**src/logic/msu_pkg.sv**
```systemverilog
// Constants and types of the multi-bit shift unit.
// Assumes a 32-bit APB slave port and a 25 MHz single clock.
// Notes on behaviour
// - Function code 580 is word left shift, 582 is double-word left.
// - Function code 581 is word right shift, 583 is double-word right.
// - Word left shift moves the 16-bit operand toward its top end.
// - Double left shift treats low and high words as one 32-bit value.
// - Word right shift moves the 16-bit operand toward bit zero.
// - Double right shift moves the 32-bit pair toward bit zero.
// - Shift count comes from the low eight bits of the control word.
// - Left shifts fill vacated low bits with zeros or original bit zero.
// - Right shifts with edge fill copy the original top bit downward.
// - Carry takes the last bit shifted out; other shifted-out bits vanish.
// - Error flag set when count is out of range, cleared otherwise.
// - Equals flag set when the shifted result is all zeros.
// - Negative flag set when the top bit of the result is one.
// - Count zero leaves data unchanged but still updates the flags.
`default_nettype none
package msu_pkg;
    localparam logic [9:0] MSU_FC_WORD_LEFT = 10'd580;
    localparam logic [9:0] MSU_FC_WORD_RIGHT = 10'd581;
    localparam logic [9:0] MSU_FC_DWORD_LEFT = 10'd582;
    localparam logic [9:0] MSU_FC_DWORD_RIGHT = 10'd583;
    localparam int MSU_COUNT_LSB = 0;
    localparam int MSU_COUNT_W = 8;
    localparam int MSU_FILL_BIT = 8;
    localparam logic [7:0] MSU_WORD_MAX = 8'h10;
    localparam logic [7:0] MSU_DWORD_MAX = 8'h20;
    localparam logic [7:0] MSU_OFS_CTRL = 8'h00;
    localparam logic [7:0] MSU_OFS_STATUS = 8'h04;
    localparam logic [7:0] MSU_OFS_MASK = 8'h08;
    localparam logic [7:0] MSU_OFS_RESULT = 8'h0C;
    localparam logic [7:0] MSU_OFS_FLAGS = 8'h10;
    localparam int MSU_EV_DONE = 0;
    localparam int MSU_EV_ERROR = 1;
    localparam int MSU_EV_BADCODE = 2;
    localparam int MSU_EV_W = 3;
    localparam logic MSU_CTRL_EN_RST = 1'b1;
    localparam logic [2:0] MSU_MASK_RST = 3'h0;
    typedef struct packed {
        logic ctrl_en;
        logic [MSU_EV_W-1:0] mask;
        logic [MSU_EV_W-1:0] status;
        logic [31:0] result;
        logic error_flag;
        logic zero_result_flag;
        logic carry_flag;
        logic negative_flag;
        logic done;
        logic exec_prev;
        logic [31:0] prdata;
        logic pslverr;
    } msu_state_type;
endpackage
`default_nettype wire

```
**src/logic/msu_shift_unit.sv**
```systemverilog
// Multi-bit shift execution unit with an APB register window.
// Assumes the sequencer holds operands stable while exec_i is sampled.
`timescale 1ns/1ps
`default_nettype none
module msu_shift_unit (
    // Clock and reset
    input wire logic mclk_i,
    input wire logic resetn_i,
    // Sequencer request
    input wire logic exec_i,
    input wire logic edge_mode_i,
    input wire logic [9:0] func_code_i,
    input wire logic [15:0] operand_lo_i,
    input wire logic [15:0] operand_hi_i,
    input wire logic [15:0] control_i,
    // Sequencer answer
    output logic done_o,
    output logic [15:0] result_lo_o,
    output logic [15:0] result_hi_o,
    output logic error_flag_o,
    output logic zero_result_flag_o,
    output logic carry_flag_o,
    output logic negative_flag_o,
    // APB slave
    input wire logic psel_i,
    input wire logic penable_i,
    input wire logic pwrite_i,
    input wire logic [7:0] paddr_i,
    input wire logic [31:0] pwdata_i,
    output logic [31:0] prdata_o,
    output logic pready_o,
    output logic pslverr_o,
    // Interrupt
    output logic irq_o
);
    import msu_pkg::*;

    msu_state_type st_r;
    msu_state_type st_nxt;

    // Returns {carry, result}; single words live in the low half
    function automatic logic [32:0] msu_shift(input logic [31:0] v,
                                              input logic [7:0] n,
                                              input logic left,
                                              input logic dbl,
                                              input logic edge_fill);
        logic [63:0] ext;
        logic [31:0] res;
        logic [31:0] fill;
        logic cy;
        logic top;
        ext = 64'h0;
        res = 32'h0;
        fill = 32'h0;
        cy = 1'b0;
        top = dbl ? v[31] : v[15];
        if (left) begin
            ext = {32'h0, v} << n;
            fill = ~(32'hFFFFFFFF << n);
            res = ext[31:0];
            if (edge_fill && v[0]) begin
                res = res | fill;
            end
            cy = dbl ? ext[32] : ext[16];
            if (!dbl) begin
                res[31:16] = 16'h0;
            end
        end else if (dbl) begin
            ext = {v, 32'h0} >> n;
            fill = ~(32'hFFFFFFFF >> n);
            res = ext[63:32];
            if (edge_fill && top) begin
                res = res | fill;
            end
            cy = ext[31];
        end else begin
            ext = {v[15:0], 48'h0} >> n;
            fill = {16'h0, ~(16'hFFFF >> n)};
            res = {16'h0, ext[63:48]};
            if (edge_fill && top) begin
                res = res | fill;
            end
            cy = ext[47];
        end
        return {cy, res};
    endfunction

    logic fire;
    logic is_left;
    logic is_dbl;
    logic code_ok;
    logic [7:0] count;
    logic [7:0] count_max;
    logic [31:0] operand;
    logic [32:0] shifted;
    logic wr_acc;
    logic rd_setup;
    logic [7:0] ev;

    always_comb begin
        is_left = 1'b0;
        is_dbl = 1'b0;
        code_ok = 1'b1;
        if (func_code_i == MSU_FC_WORD_LEFT) begin
            is_left = 1'b1;
        end else if (func_code_i == MSU_FC_DWORD_LEFT) begin
            is_left = 1'b1;
            is_dbl = 1'b1;
        end else if (func_code_i == MSU_FC_WORD_RIGHT) begin
            is_left = 1'b0;
        end else if (func_code_i == MSU_FC_DWORD_RIGHT) begin
            is_dbl = 1'b1;
        end else begin
            code_ok = 1'b0;
        end
    end

    // Edge mode runs once per rising edge of the execution condition
    assign fire = st_r.ctrl_en && exec_i && (!edge_mode_i || !st_r.exec_prev);
    assign count = control_i[MSU_COUNT_LSB +: MSU_COUNT_W];
    assign count_max = is_dbl ? MSU_DWORD_MAX : MSU_WORD_MAX;
    // High word in the top half, low word in the bottom half
    assign operand = is_dbl ? {operand_hi_i, operand_lo_i}
                            : {16'h0, operand_lo_i};
    assign shifted = msu_shift(operand, count, is_left, is_dbl,
                               control_i[MSU_FILL_BIT]);
    assign wr_acc = psel_i && penable_i && pwrite_i;
    assign rd_setup = psel_i && !penable_i;

    always_comb begin
        st_nxt = st_r;
        st_nxt.done = 1'b0;
        st_nxt.exec_prev = exec_i;
        ev = 8'h00;
        if (fire && code_ok) begin
            st_nxt.done = 1'b1;
            ev[MSU_EV_DONE] = 1'b1;
            if (count > count_max) begin
                // Bad count keeps the old data and other flags
                st_nxt.error_flag = 1'b1;
                ev[MSU_EV_ERROR] = 1'b1;
            end else begin
                st_nxt.error_flag = 1'b0;
                // Count zero falls out of the shifter as unchanged data
                st_nxt.result = shifted[31:0];
                st_nxt.carry_flag = (count != 8'h00) && shifted[32];
                st_nxt.zero_result_flag = is_dbl ? (shifted[31:0] == 32'h0)
                    : (shifted[15:0] == 16'h0);
                st_nxt.negative_flag = is_dbl ? shifted[31]
                    : shifted[15];
            end
        end else if (fire) begin
            ev[MSU_EV_BADCODE] = 1'b1;
        end
        // Register writes; hardware set wins over a write-one clear
        if (wr_acc) begin
            if (paddr_i == MSU_OFS_CTRL) begin
                st_nxt.ctrl_en = pwdata_i[0];
            end else if (paddr_i == MSU_OFS_STATUS) begin
                st_nxt.status = st_r.status & ~pwdata_i[MSU_EV_W-1:0];
            end else if (paddr_i == MSU_OFS_MASK) begin
                st_nxt.mask = pwdata_i[MSU_EV_W-1:0];
            end
        end
        st_nxt.status = st_nxt.status | ev[MSU_EV_W-1:0];
        // Read data is captured in setup so the access needs no wait
        if (rd_setup) begin
            st_nxt.pslverr = 1'b0;
            st_nxt.prdata = 32'h0;
            if (paddr_i == MSU_OFS_CTRL) begin
                st_nxt.prdata = {31'h0, st_r.ctrl_en};
            end else if (paddr_i == MSU_OFS_STATUS) begin
                st_nxt.prdata = {29'h0, st_r.status};
            end else if (paddr_i == MSU_OFS_MASK) begin
                st_nxt.prdata = {29'h0, st_r.mask};
            end else if (paddr_i == MSU_OFS_RESULT) begin
                st_nxt.prdata = st_r.result;
            end else if (paddr_i == MSU_OFS_FLAGS) begin
                st_nxt.prdata = {28'h0, st_r.negative_flag, st_r.carry_flag,
                                 st_r.zero_result_flag, st_r.error_flag};
            end else begin
                st_nxt.pslverr = 1'b1;
            end
        end
    end

    always_ff @(posedge mclk_i or negedge resetn_i) begin
        if (!resetn_i) begin
            st_r <= '0;
            st_r.ctrl_en <= MSU_CTRL_EN_RST;
            st_r.mask <= MSU_MASK_RST;
        end else begin
            st_r <= st_nxt;
        end
    end

    assign done_o = st_r.done;
    assign result_lo_o = st_r.result[15:0];
    assign result_hi_o = st_r.result[31:16];
    assign error_flag_o = st_r.error_flag;
    assign zero_result_flag_o = st_r.zero_result_flag;
    assign carry_flag_o = st_r.carry_flag;
    assign negative_flag_o = st_r.negative_flag;
    assign prdata_o = st_r.prdata;
    assign pready_o = 1'b1;
    assign pslverr_o = psel_i && penable_i && st_r.pslverr;
    assign irq_o = |(st_r.status & st_r.mask);
endmodule // msu_shift_unit
`default_nettype wire

```
**config.mk**
```make
export PLATFORM = sky130hd
export DESIGN_NAME = msu_shift_unit
export DESIGN_NICKNAME = d
export VERILOG_FILES = /design/src/logic/msu_pkg.sv /design/src/logic/msu_shift_unit.sv
export SDC_FILE = /design/constraint.sdc
export NUM_CORES = 1
export LEC_CHECK = 0
export ABC_AREA = 1
export BUFFER_PORTS_ARGS = -buffer_cell sky130_fd_sc_hd__buf_2
export CORE_MARGIN = 2
export CORE_UTILIZATION = 58
export CTS_CLUSTER_DIAMETER = 40
export DETAILED_ROUTE_END_ITERATION = 10
export PLACE_DENSITY = 0.82
export SKIP_CTS_REPAIR_TIMING = 1
export SYNTH_ARGS = -nofsm -noshare
export SYNTH_HDL_FRONTEND = slang
export SYNTH_SLANG_ARGS = --single-unit
```
**constraint.sdc**
```tcl
create_clock -name mclk_i -period 1.8 [get_ports mclk_i]
set_clock_uncertainty 0.1 [all_clocks]
set_input_delay 0.18 -clock mclk_i [delete_from_list [all_inputs] [get_ports mclk_i]]
set_output_delay 0.18 -clock mclk_i [all_outputs]
set_load 0.1 [all_outputs]
```
==> impl_summary.txt, run 1 <==
----------------------------------------------------
[Status]
  Status ... stopped before the end
  Fail Step ... global routing
  Error that halted the flow ... [ERROR GRT-0232] Routing congestion too high. Check the congestion heatmap in the GUI.

[Logic synthesis]
  Register bit count reported by yosys ... 78
  Mean instance size in the synthesized netlist ... 5.638 sq um
  Total nets after synthesis ... 1762
  Instance count of the mapped netlist ... 1655
  Post-synthesis instance area ... 9331 sq um
  Ys async rst share ... 100.0%
  Number of unique standard cell types used by synthesis ... 48
  Count of flip-flops with a built-in enable after synthesis ... 0
  Top flip-flop cell by instance count after synthesis ... sky130_fd_sc_hd__dfrtp_1
  Yosys synthesis warning count ... 0
  Fraction of the yosys area taken by sequential cells ... 20.93%

[Floorplanning]
  Die span in y ... 130.8 um
  Number of placement rows ... 46
  Boundary Pins ... 177
  Width of the chip ... 130.8 um
  Initial core utilization ... 58.96%

[Clock network]
  Inserted Clock Buffers ... 9
  Clock Tree Buf Depth ... 2
  Clock sink count ... 78
  Total number of H-tree levels ... 3
  Cell at the root of the clock tree ... sky130_fd_sc_hd__clkbuf_16

[Timing]
  Pin ending the worst setup path after global-route repair ... zero_result_flag_o$_DFFE_PN0P_/D
  Worst End Pin Type ... sequential cell input

[Place]
  DPL Wire Length ... 32.31 mm
  Final RePlAce weighted congestion ... 1.150
  Number of input and output port buffers inserted ... 139

[GRT]
  GRT Overall Usage ... 78.17%
  Maximum number of pins on one net before global-route repair ... 44
  Leftover overflow at the end of global routing ... 93

----------------------------------------------------
[per-layer routing]
metal | track usage [%] | overflow
met1 | 79.35 | 7
met2 | 92.13 | 38
met3 | 65.11 | 7
met4 | 75.28 | 41
met5 | 38.24 | 0
[per-stage QoR]
step / TNS [ns] / cells / utilization [%] / instance area, sq um / setup WS, ns
floorplan: -10.18 / 1655 / - / 9442 / -0.3130
CTS: -15.52 / 2135 / 75.41 / 11940 / -0.6243
detailed placement: -28.77 / 2119 / 73.58 / 11650 / -0.9763
global placement: -24.68 / 2119 / 73.58 / 11650 / -0.9351
[synth_stat cells, drive strengths merged, types with 2 or more instances]
cell | count | area (sq um)
buf | 133 | 908.4
mux2i | 3 | 30.03
o31ai | 5 | 37.54
o21ai | 141 | 716.9
o211ai | 15 | 112.6
dfrtp | 77 | 1927
clkbuf | 34 | 127.6
ha | 2 | 25.02
nand3 | 234 | 1181
nor2 | 93 | 391.6
nor4 | 2 | 18.77
a31oi | 23 | 143.9
a211oi | 3 | 22.52
o22ai | 3 | 18.77
a221o | 2 | 20.02
clkinv | 2 | 7.510
o21bai | 2 | 15.01
or2 | 7 | 43.79
nand3b | 2 | 15.01
nand2 | 608 | 2305
inv | 126 | 473.0
a21oi | 98 | 501.7
nand4 | 21 | 150.2
nor3 | 9 | 45.04
[logic make-up after synthesis]
family                   Yosys count  share of synthesized area, %
AND/OR/NAND/NOR                  978                         44.61
AO/OA/AOI/OAI                    298                         17.58
buffers and inverters            295                         16.25
flip-flops                        78                         20.93
multiplexers                       3                        0.3218
adder cells (fa/ha/maj)            2                        0.2681
other                              1                       0.04019
==> run 2, diff against run 1 <==
--- a/config.mk
+++ b/config.mk
@@ -8,10 +8,9 @@
 export ABC_AREA = 1
 export BUFFER_PORTS_ARGS = -buffer_cell sky130_fd_sc_hd__buf_2
 export CORE_MARGIN = 2
-export CORE_UTILIZATION = 58
-export CTS_CLUSTER_DIAMETER = 40
+export CORE_UTILIZATION = 40
 export DETAILED_ROUTE_END_ITERATION = 10
-export PLACE_DENSITY = 0.82
+export PLACE_DENSITY_LB_ADDON = 0.15
 export SKIP_CTS_REPAIR_TIMING = 1
 export SYNTH_ARGS = -nofsm -noshare
 export SYNTH_HDL_FRONTEND = slang
==> impl_summary.txt, run 2 <==
----------------------------------------------------
[Timing]
  F_max ... 416.5 MHz
  Setup repair after global routing missed its margin ... true
  Max Transition Viols Final ... 0
  Worst max-slew margin expressed relative to the limit ... 63.55%
  Final setup violation count ... 36
  Worst slew pin tran ... 0.5434 ns
  Number of hold violations in the final report ... 0
  Slack of the critical path ... -0.6012 ns
  Min cycle time layout ... 2.401 ns
  Final worst-path cycle share ... 133.4%
  Hold slack ... 0.0001912 ns

[Cells and area]
  Layout Area Growth over Synthesis ... 49.07%
  Finished Cell Area ... 13910 sq um
  Sequential cell area ... 1953 sq um
  Commonest cells after routing, fill and taps aside ... sky130_fd_sc_hd__nand2_1 (525), sky130_fd_sc_hd__buf_4 (329), sky130_fd_sc_hd__nand3_1 (192)
  Area occupied by multi-input gates ... 6809 sq um
  Fillers ... 2322
  Most common cell after layout, fill and taps aside ... sky130_fd_sc_hd__nand2_1
  Core Util, Final ... 61.07%
  Max FFs per register ... 32
  Final Net Count ... 2116
  Fraction of final layout cells sized beyond drive strength 1 ... 38.53%

[Clock network]
  Total number of H-tree levels ... 3 (unchanged)
  Cell at the root of the clock tree ... sky130_fd_sc_hd__clkbuf_16
  Clock Pin Slew Worst Setup and Hold Paths ... 0.06 ns
  CTS tree ... yes
  Inserted Clock Buffers ... 9 (unchanged)
  Insertion delay to the later sink of the worst-skew pair ... 0.34 ns
  Clock Tree Buf Depth ... 2 (unchanged)
  Clock sink count ... 78 (unchanged)

[Status]
  Status ... finished with violations
  Violations in the final reports ... negative setup slack

[Logic synthesis]
  Top cells by area in the synthesized netlist ... sky130_fd_sc_hd__nand2_1 (24%), sky130_fd_sc_hd__dfrtp_1 (21%), sky130_fd_sc_hd__nand3_1 (12%)
  Cell types with the highest counts after synthesis ... sky130_fd_sc_hd__nand2_1 (599), sky130_fd_sc_hd__nand3_1 (232), sky130_fd_sc_hd__inv_1 (118), sky130_fd_sc_hd__o21ai_0 (102), sky130_fd_sc_hd__a21oi_1 (95)
  Largest area contributor in the synthesized netlist ... sky130_fd_sc_hd__nand2_1
  Total nets after synthesis ... 1762 (unchanged)
  Number of unique standard cell types used by synthesis ... 48 (unchanged)
  Mean instance size in the synthesized netlist ... 5.638 sq um (unchanged)
  Ys async rst share ... 100.0% (unchanged)
  Top flip-flop cell by instance count after synthesis ... sky130_fd_sc_hd__dfrtp_1
  Count of flip-flops with a built-in enable after synthesis ... 0 (unchanged)
  Most common cell in the synthesized netlist ... sky130_fd_sc_hd__nand2_1
  Yosys synthesis warning count ... 0 (unchanged)
  Area share of the largest cell type after synthesis ... 24.09% (unchanged)
  Fraction of the yosys area taken by sequential cells ... 20.93% (unchanged)
  Post-synthesis instance area ... 9331 sq um (unchanged)
  Instance count of the mapped netlist ... 1655 (unchanged)
  Register bit count reported by yosys ... 78 (unchanged)

[Worst setup path]
  Capturing instance or port of the critical path ... zero_result_flag_o
  Register-to-register setup slack ... 0.01 ns
  Biggest fanout along the worst timing path ... 9
  WP data arrival ... 2.59 ns
  Type of the setup path with the least slack ... in -> reg
  Launching element of the worst setup path ... control_i[7]
  Number of cell instances on the worst register-to-register path ... 8
  Startpoint of the worst register-to-register path ... st_r[77]
  CP startpoint kind ... primary input
  Reg2Reg Capture Point ... result_hi_o[10]
  Critical Path Sink Type ... flip-flop
  Req. time, crit path ... 1.98 ns

[GRT]
  Maximum number of pins on one net before global-route repair ... 35
  GRT Overall Usage ... 36.10%
  Vias in the first global route ... 11550
  Number of antenna violations at the first check in global routing ... 1
  Global-route wire length before repair ... 67.13 mm
  Leftover overflow at the end of global routing ... 0

[Power]
  Net switching power figure ... 2.313 mW
  Switching share of power ... 38.63%
  Cell leakage power ... 7.132 nW
  Clock Power Share ... 29.9%
  Combinational power share ... 40.4%
  Total power density per cell area ... 430.4 nW/um^2
  Power consumption ... 5.987 mW
  Proportion of power drawn by flip-flops and latches ... 29.7%
  Peak supply drop ... 366.3 uV
  Internal power summed over all cells ... 3.674 mW

[Route]
  Vias per inst ... 5.466
  Final WL ... 46.25 mm
  Wire length per cell after detailed routing ... 19.87 um
  Antenna viol nets, final ... 0
  Length of the first detailed-routing pass in iterations ... 5
  Starting DRT DRC Count ... 1263
  Total DRC errors in the routed layout ... 0
  Via count of the routed design ... 12720

[Place]
  DPL Wire Length ... 36.92 mm (+14%)
  Area of placed instances ... 12260 sq um (+5.2%)
  Final RePlAce weighted congestion ... 1.068 (-7.1%)
  Pre-CTS setup slack ... -1.079 ns (-0.1022 ns)
  Number of input and output port buffers inserted ... 139 (unchanged)

[Floorplanning]
  Boundary Pins ... 177 (unchanged)
  Initial core utilization ... 40.97% (-18 points)
  Number of placement rows ... 55 (+20%)
  Die area ... 24570 sq um
  Width of the chip ... 156.7 um (+20%)
  Die span in y ... 156.7 um (+20%)
  Area of the core ... 22780 sq um

[Hold path]
  Worst min-delay path category ... in -> reg

[Run]
  Total of max-cap violations ... 0

----------------------------------------------------
## run 2: worst max-delay path, cell delays in order
cell and delay [ns]:
sky130_fd_sc_hd__buf_4 0.15, sky130_fd_sc_hd__buf_6 0.16, sky130_fd_sc_hd__nor2_2 0.12, sky130_fd_sc_hd__inv_2 0.10
sky130_fd_sc_hd__buf_4 0.14, sky130_fd_sc_hd__nor2_1 0.25, sky130_fd_sc_hd__inv_1 0.16, sky130_fd_sc_hd__o31ai_2 0.10
sky130_fd_sc_hd__buf_4 0.16, sky130_fd_sc_hd__o21ai_1 0.10, sky130_fd_sc_hd__a21oi_2 0.17, sky130_fd_sc_hd__nor2_1 0.06
sky130_fd_sc_hd__nand2_1 0.08, sky130_fd_sc_hd__nand2_1 0.08, sky130_fd_sc_hd__nor2_2 0.16, sky130_fd_sc_hd__nand3_2 0.12
sky130_fd_sc_hd__o21ai_2 0.18, sky130_fd_sc_hd__nand2_1 0.07, sky130_fd_sc_hd__nand2_1 0.06
## run 2: final cells by class
type | instances | area share (%)
Multi-Input combinational cell | 1282 | 48.95
Timing Repair Buffer | 510 | 28.45
Sequential cell | 78 | 14.04
Inverter | 128 | 3.652
Tap cell | 313 | 2.815
Clock buffer | 9 | 1.619
Clock inverter | 7 | 0.4587
Antenna cell | 1 | 0.01799
## run 2: per-layer routing
metal | global-route usage (%) | wire (um) | part of all wire [%]
met1 | 49.74 | 19870 | 43
met4 | 14.42 | 2041 | 4.4
met2 | 57.08 | 20650 | 45
met5 | 0 | 0 | 0
met3 | 4.680 | 3683 | 8.0
## run 2: power by group through the flow
| stage | Sequential [mW] | Combinational [mW] | Clock (mW) |
|---|---|---|---|
| 6_report | 1.78 | 2.42 | 1.79 |
| 3_3_place_gp | 1.81 | 2.15 | 0 |
| 5_1_grt | 1.78 | 2.58 | 1.91 |
| 3_5_place_dp | 1.81 | 2.16 | 0 |
| 4_1_cts | 1.78 | 2.16 | 1.84 |
| 2_1_floorplan | 1.81 | 1.07 | 0 |
## run 2: how the worst min path moves through the flow
stage / endpoint / slack, ns / depth (start not counted) / from
floorplan: carry_flag_o / -0.22 / 0 / resetn_i
global placement: prdata_o[0] / 0.05 / 1 / resetn_i
detailed placement: prdata_o[0] / 0.05 / 1 / resetn_i
CTS: prdata_o[0] / -0.33 / 1 / resetn_i
global route: st_r[77] / 0.01 / 3 / pwdata_i[0]
finish: st_r[77] / 0.0002 / 3 / pwdata_i[0]
## run 2: metrics by stage
| step | TNS [ns] | std cells |
|---|---|---|
| after floorplan | -10.18 | 1655 |
| after global routing | -17.03 | 2327 |
| after CTS | -18.52 | 2300 |
| final | -12.35 | 2328 |
| after global placement | -29.92 | 2284 |
| after detailed placement | -32.71 | 2284 |
## run 2: kinds of logic (layout without fill, tap and decap cells)
group	Yosys count	count (layout)	synth area share (%)
adder cells (fa/ha/maj)	2	2	0.2681
multiplexers	3	3	0.3218
buffers and inverters	295	654	16.25
other	1	2	0.04019
flip-flops	78	78	20.93
AND/OR/NAND/NOR	978	978	44.61
AO/OA/AOI/OAI	298	298	17.58
(Power assumes the default switching activity.)
